$ cat config.mk
export PLATFORM = sky130hd
export DESIGN_NAME = pde_engine
export DESIGN_NICKNAME = d
export VERILOG_FILES = /design/src/design/pde_sync.v /design/src/design/pde_byte_port.v /design/src/design/pde_engine.v
export VERILOG_INCLUDE_DIRS = /design/src /design/src/design
export SDC_FILE = /design/constraint.sdc
export NUM_CORES = 1
export LEC_CHECK = 0
export ABC_AREA = 1
export BUFFER_PORTS_ARGS = -buffer_cell sky130_fd_sc_hd__buf_2
export CAP_MARGIN = 5
export CORE_UTILIZATION = 25
export CTS_CLUSTER_SIZE = 20
export DETAILED_ROUTE_END_ITERATION = 16
export PLACE_DENSITY = 0.48
export SLEW_MARGIN = 30
export SYNTH_ARGS = -nofsm -noshare
export SYNTH_HDL_FRONTEND = slang
export SYNTH_HIERARCHICAL = 1
export SYNTH_SLANG_ARGS = --single-unit
$ cat constraint.sdc
create_clock -name core_clk -period 3.1 [get_ports core_clk]
set_input_delay 0.775 -clock core_clk [delete_from_list [all_inputs] [get_ports core_clk]]
set_output_delay 0.775 -clock core_clk [all_outputs]
set_load 0.01 [all_outputs]
$ cat src/design/pde_defs.vh
// constants for the product data eeprom access engine
// assumes inclusion by bare name from design files
`ifndef PDE_DEFS_VH
`define PDE_DEFS_VH
`define PDE_ADDR_W 8
`define PDE_CS0_READ_LIMIT 8'hbf
`define PDE_HIDDEN_OFFSET 8'h40
`define PDE_CS0_WRITE_BASE 8'h40
`define PDE_ALT_WRITE_BASE 8'h40
`define PDE_BYTES_PER_XFER 3'h4
`define PDE_FLAG_BIT 31
`define PDE_ADDR_LSB 16
`define PDE_FLAG_RESET 1'b0
`define PDE_DATA_RESET 32'h00000000
`endif

$ cat src/design/pde_sync.v
// three flop synchroniser with agreement filter for one pin level
// assumes the input comes from outside the core_clk domain
`timescale 1ns/1ps
module pde_sync (
    core_clk, // clock
    reset_n,  // async reset, active low
    pin_in,   // raw pin level
    level_out // filtered level
);
    input wire core_clk;
    input wire reset_n;
    input wire pin_in;
    output reg level_out;
    reg s1_reg;
    reg s2_reg;
    reg s3_reg;
    always @(posedge core_clk or negedge reset_n)
    begin
        if (!reset_n)
        begin
            s1_reg <= 1'b0;
            s2_reg <= 1'b0;
            s3_reg <= 1'b0;
            level_out <= 1'b0;
        end
        else
        begin
            s1_reg <= pin_in;
            s2_reg <= s1_reg;
            s3_reg <= s2_reg;
            // change counts only once the last two stages agree
            if (s2_reg == s3_reg)
                level_out <= s3_reg;
        end
    end
endmodule

$ cat src/design/pde_byte_port.v
// byte transfer port toward the serial eeprom controller
// assumes the controller answers each request with a one cycle done pulse
`timescale 1ns/1ps
module pde_byte_port (
    core_clk,  // clock
    reset_n,   // async reset, active low
    start,     // one cycle: begin a byte transfer
    wr,        // 1 write, 0 read
    cs,        // eeprom chip select
    addr,      // eeprom byte address
    wdata,     // byte to write
    ee_req,    // request toward controller, level until done
    ee_wr,     // direction of request
    ee_cs,     // chip select of request
    ee_addr,   // address of request
    ee_wdata,  // write byte of request
    ee_done,   // one cycle completion from controller
    ee_rdata,  // read byte from controller
    done,      // one cycle: byte finished
    rdata      // captured read byte
);
    input wire core_clk;
    input wire reset_n;
    input wire start;
    input wire wr;
    input wire [2:0] cs;
    input wire [7:0] addr;
    input wire [7:0] wdata;
    output reg ee_req;
    output reg ee_wr;
    output reg [2:0] ee_cs;
    output reg [7:0] ee_addr;
    output reg [7:0] ee_wdata;
    input wire ee_done;
    input wire [7:0] ee_rdata;
    output reg done;
    output reg [7:0] rdata;
    always @(posedge core_clk or negedge reset_n)
    begin
        if (!reset_n)
        begin
            ee_req <= 1'b0;
            ee_wr <= 1'b0;
            ee_cs <= 3'h0;
            ee_addr <= 8'h00;
            ee_wdata <= 8'h00;
            done <= 1'b0;
            rdata <= 8'h00;
        end
        else
        begin
            done <= 1'b0;
            if (start && !ee_req)
            begin
                ee_req <= 1'b1;
                ee_wr <= wr;
                ee_cs <= cs;
                ee_addr <= addr;
                ee_wdata <= wdata;
            end
            else if (ee_req && ee_done)
            begin
                ee_req <= 1'b0;
                done <= 1'b1;
                rdata <= ee_rdata;
            end
        end
    end
endmodule

$ cat src/design/pde_engine.v
// product data eeprom access engine: four byte reads and writes
// assumes a serial eeprom controller that takes one byte request at a time
`timescale 1ns/1ps
`include "pde_defs.vh"
module pde_engine (
    core_clk,        // clock, 100 MHz
    reset_n,         // async reset, active low
    addr_wr,         // one cycle: address field and flag written
    addr_wdata,      // written address field
    flag_wdata,      // written flag, 1 write, 0 read
    data_wr,         // one cycle: data register written
    data_wdata,      // written data register value
    product_info_chip_select, // eeprom chip select
    product_info_enable,      // access enable
    eeprom_present_pin,       // eeprom present, from a pin
    product_info_address_field, // address field readback
    product_info_flag,          // flag readback
    product_info_data_register, // data register readback
    busy,            // transfer in progress
    ee_req,          // byte request toward controller
    ee_wr,           // byte request direction
    ee_cs,           // byte request chip select
    ee_addr,         // byte request address
    ee_wdata,        // byte request write data
    ee_done,         // byte completion pulse
    ee_rdata         // byte read data
);
    input wire core_clk;
    input wire reset_n;
    input wire addr_wr;
    input wire [7:0] addr_wdata;
    input wire flag_wdata;
    input wire data_wr;
    input wire [31:0] data_wdata;
    input wire [2:0] product_info_chip_select;
    input wire product_info_enable;
    input wire eeprom_present_pin;
    output reg [7:0] product_info_address_field;
    output reg product_info_flag;
    output reg [31:0] product_info_data_register;
    output wire busy;
    output wire ee_req;
    output wire ee_wr;
    output wire [2:0] ee_cs;
    output wire [7:0] ee_addr;
    output wire [7:0] ee_wdata;
    input wire ee_done;
    input wire [7:0] ee_rdata;

    // one-hot states: a single flop per state keeps the decode shallow
    localparam ST_IDLE = 3'b001;
    localparam ST_ISSUE = 3'b010;
    localparam ST_WAIT = 3'b100;

    // ------------------------------------------------------------
    // helpers
    // ------------------------------------------------------------
    function [7:0] eeprom_address;
        input [2:0] cs;
        input [7:0] a;
        begin
            if (cs == 3'h0)
                eeprom_address = a + `PDE_HIDDEN_OFFSET;
            else
                eeprom_address = a;
        end
    endfunction

    function write_allowed;
        input [2:0] cs;
        input [7:0] a;
        begin
            if (cs == 3'h0)
                write_allowed = (a >= `PDE_CS0_WRITE_BASE) && (a <= `PDE_CS0_READ_LIMIT);
            else
                write_allowed = (a >= `PDE_ALT_WRITE_BASE);
        end
    endfunction

    function read_allowed;
        input [2:0] cs;
        input [7:0] a;
        begin
            if (cs == 3'h0)
                read_allowed = (a <= `PDE_CS0_READ_LIMIT);
            else
                read_allowed = 1'b1;
        end
    endfunction

    // picks byte lane n of a doubleword; lane 0 is the lowest address
    function [7:0] lane_byte;
        input [31:0] word;
        input [1:0] n;
        begin
            lane_byte = word[{n, 3'b000} +: 8];
        end
    endfunction

    // replaces byte lane n of a doubleword, leaving the other lanes alone
    function [31:0] lane_merge;
        input [31:0] word;
        input [1:0] n;
        input [7:0] b;
        begin
            lane_merge = word;
            lane_merge[{n, 3'b000} +: 8] = b;
        end
    endfunction

    // true on the index of the last byte of a transfer
    function last_lane;
        input [1:0] n;
        begin
            last_lane = ({1'b0, n} == `PDE_BYTES_PER_XFER - 3'h1);
        end
    endfunction

    // value the flag takes when a request of this direction finishes
    function done_flag;
        input dir;
        begin
            done_flag = ~dir;
        end
    endfunction

    // ------------------------------------------------------------
    // pin conditioning
    // ------------------------------------------------------------
    // presence lags the pin by about four clocks; requests in that gap see the old level
    wire present;
    pde_sync u_sync (
        .core_clk(core_clk),
        .reset_n(reset_n),
        .pin_in(eeprom_present_pin),
        .level_out(present)
    );

    // ------------------------------------------------------------
    // transfer sequencer
    // ------------------------------------------------------------
    // the controller takes one byte at a time, so each byte waits for the last done
    reg [2:0] state_reg;
    reg [1:0] idx_reg;
    reg dir_reg;
    reg [2:0] cs_reg;
    reg [7:0] base_reg;
    reg [31:0] shadow_reg;
    reg start;
    wire byte_done;
    wire [7:0] byte_rdata;
    wire [7:0] cur_addr;
    wire [7:0] cur_wbyte;

    // an 8-bit address wraps inside the same chip select
    assign cur_addr = eeprom_address(cs_reg, base_reg + {6'h00, idx_reg});
    assign cur_wbyte = lane_byte(shadow_reg, idx_reg);
    assign busy = (state_reg != ST_IDLE);

    always @*
    begin
        start = (state_reg == ST_ISSUE);
    end

    pde_byte_port u_port (
        .core_clk(core_clk),
        .reset_n(reset_n),
        .start(start),
        .wr(dir_reg),
        .cs(cs_reg),
        .addr(cur_addr),
        .wdata(cur_wbyte),
        .ee_req(ee_req),
        .ee_wr(ee_wr),
        .ee_cs(ee_cs),
        .ee_addr(ee_addr),
        .ee_wdata(ee_wdata),
        .ee_done(ee_done),
        .ee_rdata(ee_rdata),
        .done(byte_done),
        .rdata(byte_rdata)
    );

    // ------------------------------------------------------------
    // request decode
    // ------------------------------------------------------------
    // refusals finish at once, so no eeprom access is ever started for them
    wire req_ok;
    // low two address bits ignored: software keeps requests aligned
    wire [7:0] aligned_addr;
    assign aligned_addr = {addr_wdata[7:2], 2'b00};
    assign req_ok = flag_wdata ? write_allowed(product_info_chip_select, aligned_addr)
                               : read_allowed(product_info_chip_select, aligned_addr);

    // ------------------------------------------------------------
    // request and result registers
    // ------------------------------------------------------------
    always @(posedge core_clk or negedge reset_n)
    begin
        if (!reset_n)
        begin
            state_reg <= ST_IDLE;
            idx_reg <= 2'h0;
            dir_reg <= 1'b0;
            cs_reg <= 3'h0;
            base_reg <= 8'h00;
            shadow_reg <= `PDE_DATA_RESET;
            product_info_address_field <= 8'h00;
            product_info_flag <= `PDE_FLAG_RESET;
            product_info_data_register <= `PDE_DATA_RESET;
        end
        else
        begin
            // data writes while busy are dropped; results would be undefined anyway
            if (data_wr && state_reg == ST_IDLE)
            begin
                product_info_data_register <= data_wdata;
            end
            case (state_reg)
                ST_IDLE:
                begin
                    if (addr_wr)
                    begin
                        product_info_address_field <= aligned_addr;
                        product_info_flag <= flag_wdata;
                        dir_reg <= flag_wdata;
                        cs_reg <= product_info_chip_select;
                        base_reg <= aligned_addr;
                        // a data write in the same cycle as the address write wins
                        shadow_reg <= data_wr ? data_wdata : product_info_data_register;
                        idx_reg <= 2'h0;
                        if (!product_info_enable || !present)
                            product_info_flag <= done_flag(flag_wdata);
                        else if (!req_ok)
                            // refused request completes at once with no eeprom access
                            product_info_flag <= done_flag(flag_wdata);
                        else
                            state_reg <= ST_ISSUE;
                    end
                end
                ST_ISSUE:
                begin
                    state_reg <= ST_WAIT;
                end
                ST_WAIT:
                begin
                    if (byte_done)
                    begin
                        if (!dir_reg)
                            shadow_reg <= lane_merge(shadow_reg, idx_reg, byte_rdata);
                        if (last_lane(idx_reg))
                        begin
                            state_reg <= ST_IDLE;
                            if (!dir_reg)
                            begin
                                product_info_data_register <= lane_merge(shadow_reg, idx_reg, byte_rdata);
                                product_info_flag <= 1'b1;
                            end
                            else
                                product_info_flag <= 1'b0;
                        end
                        else
                        begin
                            idx_reg <= idx_reg + 2'h1;
                            state_reg <= ST_ISSUE;
                        end
                    end
                end
                default:
                begin
                    state_reg <= ST_IDLE;
                end
            endcase
        end
    end
endmodule

### Yosys cells after proc, flatten, opt, wreduce, memory -nomap -nowiden

Cells that the tools add are included.

* shift operators: 3
* add/sub/neg operators: 4
* order comparisons: 2
* reductions and logical operators: 18
* bitwise logic cells: 2
* equality and inequality tests: 13
* mux-type cells: 36

Operators with widths (count)
* $mux 32: 9
* $pmux 32 s2: 1
* $bwmux 32: 1
* $shift 8x7->32 const A: 1
* $shiftx 32x6->8: 1
* $shiftx 8x7->32: 1
* $reduce_and 4->1: 4
* $mux 1: 13
* $mux 3: 4
* $ne 2x2->1 const B: 6
* $pmux 3 s3: 1
* $add 8x2->8: 1
* $add 8x7->8 const B: 1
* $ge 8x7->1 const B: 1
* $le 8x8->1 const B: 1
* $mux 2: 4
* $mux 8: 1
* $neg 5->7: 1
* $logic_not 3->1: 2
* $logic_and 1x1->1: 4
* $pmux 2 s2: 1
* $reduce_and 2->1: 2
* $reduce_bool 2->1: 2
* $eq 3x1->1 const B: 1
* other kinds (11): 14

* bits of input ports: 59
* register bits after elaboration: 114
* output and inout port bits: 63

### Longest topological paths before layout

Gate-level depths: netlist of run 1.

* depth after elaboration: 8
* gate-level depth with buffers: 13

### Hierarchy

The synthesis of run 1 kept the hierarchy.

Modules (own cells, without submodules)
* pde_engine: times used 1, cells each 759, area each 5227.5 µm²
* pde_byte_port: times used 1, cells each 127, area each 1197.4 µm²
* pde_sync: times used 1, cells each 8, area each 116.4 µm²

### Worst setup path before layout of run 1

Ideal clock, no wire load.

* path kind: flip-flop to flip-flop
* start point: reg idx_reg[0]
* end point: reg shadow_reg[27]
* period minus slack after synthesis: 2.233 ns
* data arrival time: 2.115 ns
* cell stages (with the launch flop): 14
* data required time: 2.982 ns
* path buffers: 4
* path slack: 0.867 ns
* library setup time: 0.118 ns
* path through: dfrtp_1 > inv_1 > clkbuf_1 > buf_2 > ha_1 > buf_2 > inv_1 > buf_4 > nand3_1 > inv_1 > a21boi_0 > nand2_1 > nand3_1 > nand2_1

* cells in the longest elaborated chain, start to end: 6
* elaborated cells on any way between the ends: 7
* classes of those cells: 1 x add/sub; 2 x shift; 4 x mux

Ends and longest elaborated chain
* from (decl): line pde_engine.v:144 `reg [1:0] idx_reg;`
* from (signal assigned): line pde_engine.v:264 `idx_reg <= idx_reg + 2'h1;`
* $neg 5->7 *: line pde_engine.v:107 `lane_merge[{n, 3'b000} +: 8] = b;`
* $shiftx 8x7->32 / $shift 8x7->32 (equally long branches): line pde_engine.v:107
* $bwmux 32 *: line pde_engine.v:107
* $mux 32 *: line pde_engine.v:249 `if (!dir_reg)`
* $mux 32 *: line pde_engine.v:247 `if (byte_done)`
* $pmux 32 s2 *: line pde_engine.v:219 `case (state_reg)`
* to (signal assigned): line pde_engine.v:207 `` shadow_reg <= `PDE_DATA_RESET; ``
* to (signal assigned): line pde_engine.v:230 `shadow_reg <= data_wr ? data_wdata : product_info_data_register;`
* to (signal assigned): line pde_engine.v:250 `shadow_reg <= lane_merge(shadow_reg, idx_reg, byte_rdata);`
* to (decl): line pde_engine.v:148 `reg [31:0] shadow_reg;`

Every way passes the cells marked *; elsewhere a longest branch is shown, timed or not. The select of a mux whose other input is x is not followed.
A chain may end at the register's enable or synchronous reset.

### Worst setup path after layout of run 1

* start point: reg idx_reg[1]
* end point: reg shadow_reg[11]

Same word-level chain as after synthesis.

==> impl_metrics.ini, run 1 <==
[status]
status = finished, final reports clean

[synthesis]
ys_warn_count = 6
synth_area_leaders = dfrtp_1 (43%), nand2_1 (20%), nand3_1 (5.7%)
synth_flop_cell = dfrtp_1
yosysSeqAreaShare_pct = 43.6
netlist_instances = 894
yosys.area.top_type = dfrtp_1
synth-edff-count = 0
synth_area_um2 = 6540
synthDistinctLibCells = 37
yosysTopAreaCellShare_pct = 43.2
synth-seq-cells = 114
async_flop_share_pct = 100
syn_avg_cell_area_um2 = 7.32

[sta]
slew_violations = 0
setup_viol = 0
fmax_ghz = 0.421
finalHoldViolCount = 0
relSlewSlack_pct = 55.4
fin_crit_sh_pct = 76.5
tns_ns = 0
rsz0062_at_grt = false
finClkSkew_ns = 0.0107
tightest_slew_ns = 0.666
period_minus_slack_ns = 2.37

[worst_setup_path]
critPathArrivalTime_ns = 2.72
critPathTopFamily = simple AND/OR/NAND/NOR gates
crit_type = reg -> reg
critPathMaxFanout = 17
worstReg2RegStart = idx_reg[1]
critPathBufInv = 2
rrSetupSlack_ns = 0.73
crit_start = idx_reg[1]
crit_end = shadow_reg[11]
cpPeakStageDelay_ns = 0.45
cp_slowest_cell = dfrtp_1
cp-start-kind = register
reg2reg_to = shadow_reg[11]
r2r_cells = 8
cp.depth = 8
crit_chain = inv_1, ha_1, buf_4, nor2_2, nand2_1, o21ai_0, nor2_1, o21ai_1
cp_data_required_time_ns = 3.45
crit_path_end_kind = register

[grt]
track_usage_pct = 16.2
grt_pass1_wl_mm = 33.1
grt_pass1_vias = 5871
antenna_found_initial = 0
overflow = 0
grt_max_degree = 48

[cts]
cts_resized = 0
tritoncts = yes
cts_buffer_depth = 2
clk-insertion-delay-late_ns = 0.42
cts_sinks = 114
postCtsSetupRepairBufs = 0
cts_max_level = 4
cts_buffers = 17
cts_root_buf = clkbuf_16
ctsHoldBuffers = 0
path_clk_slew_ns = 0.06

[routing]
vias_per_cell = 4.59
drt-initial-drc-count = 420
vias = 6130
firstDrtPassIters = 7
wl_per_cell_um = 15.8
drt-total-wl_mm = 21.1
antenna_left = 0
drc = 0

[placement]
gp_congestion = 0.839
io_buffers = 117
dp_cells = 1304
dpl.hpwl_mm = 14.8

[worst_hold_path]
hold_class = in -> async

[floorplanning]
die_y_um = 164
io_pins = 122
die_area_um2 = 26800
initial_core_util_pct = 25.8
core_area_um2 = 25400
num_rows = 58
die_w_um = 164

[power]
p_total_uw = 8060
power_density_nw_per_um2 = 999
leakage_uw = 0.00417
ir_drop_uv = 383

[run]
maxCapViolations = 0

[final_layout]
drive_above_1_share_pct = 19.1
area_delta_synth_final_pct = 23.2
antenna_cells = 0
fin_cells = 1336
finalNetCount = 1060
fill_cells = 2780
[cell families after synthesis]
| kind of cell | count (synthesis) | synth area share, % |
|---|---|---|
| multiplexers | 6 | 1.03 |
| buffers and inverters | 124 | 9.05 |
| AO/OA/AOI/OAI | 123 | 11.5 |
| XOR/XNOR | 2 | 0.268 |
| AND/OR/NAND/NOR | 516 | 33.0 |
| adder cells (fa/ha/maj) | 8 | 1.53 |
| flip-flops | 114 | 43.6 |
| other | 1 | 0.0573 |
[report_power, final]
group / internal, uW / switching [uW]
clock network: 1610 / 764
registers: 2160 / 576
logic: 1090 / 1850
[synthesized netlist by cell type, types with 3 or more instances]
cell and instances:
nand4_1 16, buf_4 16, inv_1 62, buf_1 3, buf_6 6, inv_2 3
o211ai_1 38, buf_2 15, dfrtp_1 113, nor2_1 58, o2bb2ai_1 6, a21boi_0 3
nand2_2 4, o21ai_1 17, nand3_1 75, clkbuf_1 14, nor2_2 3, mux2_2 4
a21oi_1 4, o22ai_1 8, nand2_1 349, ha_1 8, clkinv_1 4, o21ai_0 47
[worst min path at each step]
stage	from	end	slack, ns
after detailed placement	u_sync/s1_reg	u_sync/s2_reg	0.34
after global routing	u_sync/s1_reg	u_sync/s2_reg	0.36
after global placement	u_sync/s1_reg	u_sync/s2_reg	0.33
after floorplan	u_sync/s1_reg	u_sync/s2_reg	0.33
after CTS	u_sync/s1_reg	u_sync/s2_reg	0.35
final	reset_n	base_reg[6]	0.35
[final cells by class]
type	count	area, um^2	share of cell area [%]
clock buffer	18	439	5.45
clock inverter	14	259	3.21
inverter	70	265	3.29
multi-input combinational	657	3110	38.6
sequential	114	2850	35.4
tap	330	413	5.12
timing repair buffer	133	721	8.94
[stage by stage]
step                hold slack, ns  instance area, um^2  utilization [%]  setup slack (ns)
floorplan                    0.331                 6550                -             0.867
global placement             0.334                 7360             29.0             0.820
detailed placement           0.336                 7360             29.0             0.783
CTS                          0.349                 8060             31.7             0.718
global route                 0.359                 8060             31.7             0.520
finish                       0.349                 8060             31.7             0.727
[metal layers]
metal	up-vias	global-route usage [%]	share of wire, %
li1	3092	-	-
met1	2864	22.4	49
met2	150	24.7	44
met3	24	3.91	5.1
met4	0	5.26	1.7
met5	-	0	0
[placed cells by master (no fill, tap or decap), types with 17 or more instances in the layout]
cell	netlist	final
buf_2	15	116
o21ai_0	47	47
nand2_1	349	349
clkbuf_16	0	17
inv_1	62	62
nor2_1	58	58
nand3_1	75	75
o211ai_1	38	38
o21ai_1	17	17
dfrtp_1	113	113
Power figures use the tool's default switching activity.
==> inputs of run 2 (changes only) <==
Settings changed: ABC_AREA 1 to 0, PLACE_DENSITY 0.48 to 0.49.
Clock period 3.1 ns to 2.45 ns, I/O delays scaled along.
==> run 2 against run 1 <==
  * Combinational power is 48% lower
  * Via count is 26% lower
  * Core utilization is 0.76 points higher
  * Critical endpoint is now product_info_data_register[21]
  * Largest cell class unchanged
  * Highest routed layer unchanged
==> impl_metrics.ini, run 2 <==
[status]
status = finished, final reports clean

[routing]
vias = 4537
drc = 0
antenna_left = 0
wl_per_cell_um = 17.9
drt-total-wl_mm = 17.7
firstDrtPassIters = 4
vias_per_cell = 4.58
drt-initial-drc-count = 241

[floorplanning]
initial_core_util_pct = 25.8
die_w_um = 158
die_area_um2 = 25100
num_rows = 56
core_area_um2 = 23800
io_pins = 122
die_y_um = 158

[final_layout]
fill_cells = 2442
mostFrequentLayoutCells = buf_2 (116), dfrtp_1 (113), mux2i_1 (89), o21ai_0 (51), a21oi_1 (50)
antenna_cells = 0
area_delta_synth_final_pct = 26.1
drive_above_1_share_pct = 32.9
layout_commonest_cell = buf_2
finalNetCount = 725

[cts]
cts_buffer_depth = 2
tritoncts = yes
cts_resized = 0
cts_sinks = 114
ctsHoldBuffers = 0
cts_root_buf = clkbuf_16
cts_buffers = 17
path_clk_slew_ns = 0.06
cts_max_level = 4
clk-insertion-delay-late_ns = 0.43
postCtsSetupRepairBufs = 0

[synthesis]
yosysTopAreaCellShare_pct = 46.2
async_flop_share_pct = 100
synth_area_leaders = dfrtp_1 (46%), mux2i_1 (15%), mux2_4 (4.9%)
yosysSeqAreaShare_pct = 46.6
synth.most_common_cell = dfrtp_1
synth-seq-cells = 114
yosys.area.top_type = dfrtp_1
synth_flop_cell = dfrtp_1
syn_avg_cell_area_um2 = 11.3
synth_common_cells = dfrtp_1 (113), mux2i_1 (89), a21oi_1 (51), o21ai_0 (51), nand2_1 (44)
synthDistinctLibCells = 52
synth-edff-count = 0
netlist_instances = 543
ys_warn_count = 6
synth_area_um2 = 6120

[sta]
period_minus_slack_ns = 2.23
tns_ns = 0
fin_crit_sh_pct = 91.2
finalHoldViolCount = 0
fmax_ghz = 0.448
relSlewSlack_pct = 59.9
setup_viol = 0
slew_violations = 0
rsz0062_at_grt = false
tightest_slew_ns = 0.600
finClkSkew_ns = 0.0102
setup_ws_ns = 0.216

[grt]
track_usage_pct = 14.7
grt_pass1_vias = 4487
antenna_found_initial = 0
grt_max_degree = 68
grt_pass1_wl_mm = 27.0
overflow = 0

[placement]
pre_cts_slack_ns = 0.145
dpl.hpwl_mm = 12.6
io_buffers = 117
gp_congestion = 0.790

[worst_hold_path]
hold_class = in -> async

[worst_setup_path]
crit_chain = inv_1, ha_1, or3b_1, nor3b_2, a21oi_1, mux2i_1
cp_data_required_time_ns = 2.80
critPathMaxFanout = 8
crit_path_end_kind = register
cpPeakStageDelay_ns = 0.55
crit_type = reg -> reg
cp-start-kind = register
critPathArrivalTime_ns = 2.58
cp_slowest_cell = nor3b_2

[power]
ir_drop_uv = 320
power_density_nw_per_um2 = 926
leakage_uw = 0.00351

[run]
maxCapViolations = 0
==> run 2: changes by cell type after synthesis, moves of 47 or more <==
cell	before	now
a21oi_1	4	51
inv_1	62	7
mux2i_1	0	89
nand2_1	349	44
nand3_1	75	26
nor2_1	58	2
==> run 2: layout make-up <==
class                      count  area, um^2  share of cell area, %
tap                          319         399                   5.17
sequential                   114        2850                   37.0
timing repair buffer         134         778                   10.1
clock buffer                  22         484                   6.27
inverter                       7        26.3                  0.340
multi-input combinational    384        3000                   38.9
clock inverter                10         178                   2.30
==> run 2: cell families after synthesis <==
group / share of synthesized area (%)
xor+xnor: 0.286
mux: 25.0
compound gates: 10.6
fa+ha+maj: 1.82
flops: 46.6
other cells: 0.0613
simple gates: 11.0
buf+inv: 4.62
==> run 2: metrics by stage <==
step	hold WS [ns]	power, uW	std cells	cell area [um^2]	util [%]
after floorplan	0.317	3640	544	6130	-
after global placement	0.331	4370	958	7050	29.7
after detailed placement	0.335	4390	958	7050	29.7
after CTS	0.177	7230	990	7710	32.5
after global routing	0.183	7520	990	7720	32.5
final	0.174	7150	990	7720	32.5
==> run 2: worst max-delay path: cells and delay by family, from the launching register on <==
family          cells  cell delay [ns]
simple gates        2             0.96
fa+ha+maj           1             0.35
flops               1             0.34
compound gates      1             0.24
mux                 1             0.19
buf+inv             1             0.07
==> run 2: path summary, 6_finish.rpt <==
check	startpoint	endpoint	slack (ns)	depth (start not counted)
worst max-delay path	idx_reg[0]	product_info_data_register[21]	0.22	6
worst min-delay path	reset_n	u_port/ee_addr[4]	0.17	2
worst max register to register	idx_reg[0]	product_info_data_register[21]	0.22	6
worst min register to register	u_sync/s1_reg	u_sync/s2_reg	0.34	0
max in group asynchronous	reset_n	state_reg[0]	1.90	2
min in group core_clk	eeprom_present_pin	u_sync/s1_reg	0.30	1
==> run 2: power by group <==
group | switching, uW | internal, uW | leakage, uW
clock | 906 | 1900 | 0.000326
combinational | 763 | 781 | 0.00181
sequential | 484 | 2310 | 0.00137
==> run 2: layer usage <==
layer | track usage (%) | vias to the layer above | part of all wire (%)
met1 | 21.5 | 2184 | 49
met2 | 20.8 | 133 | 43
met4 | 5.72 | 0 | 1.8
li1 | - | 2198 | -
met5 | 0 | - | 0
met3 | 3.29 | 22 | 6.0
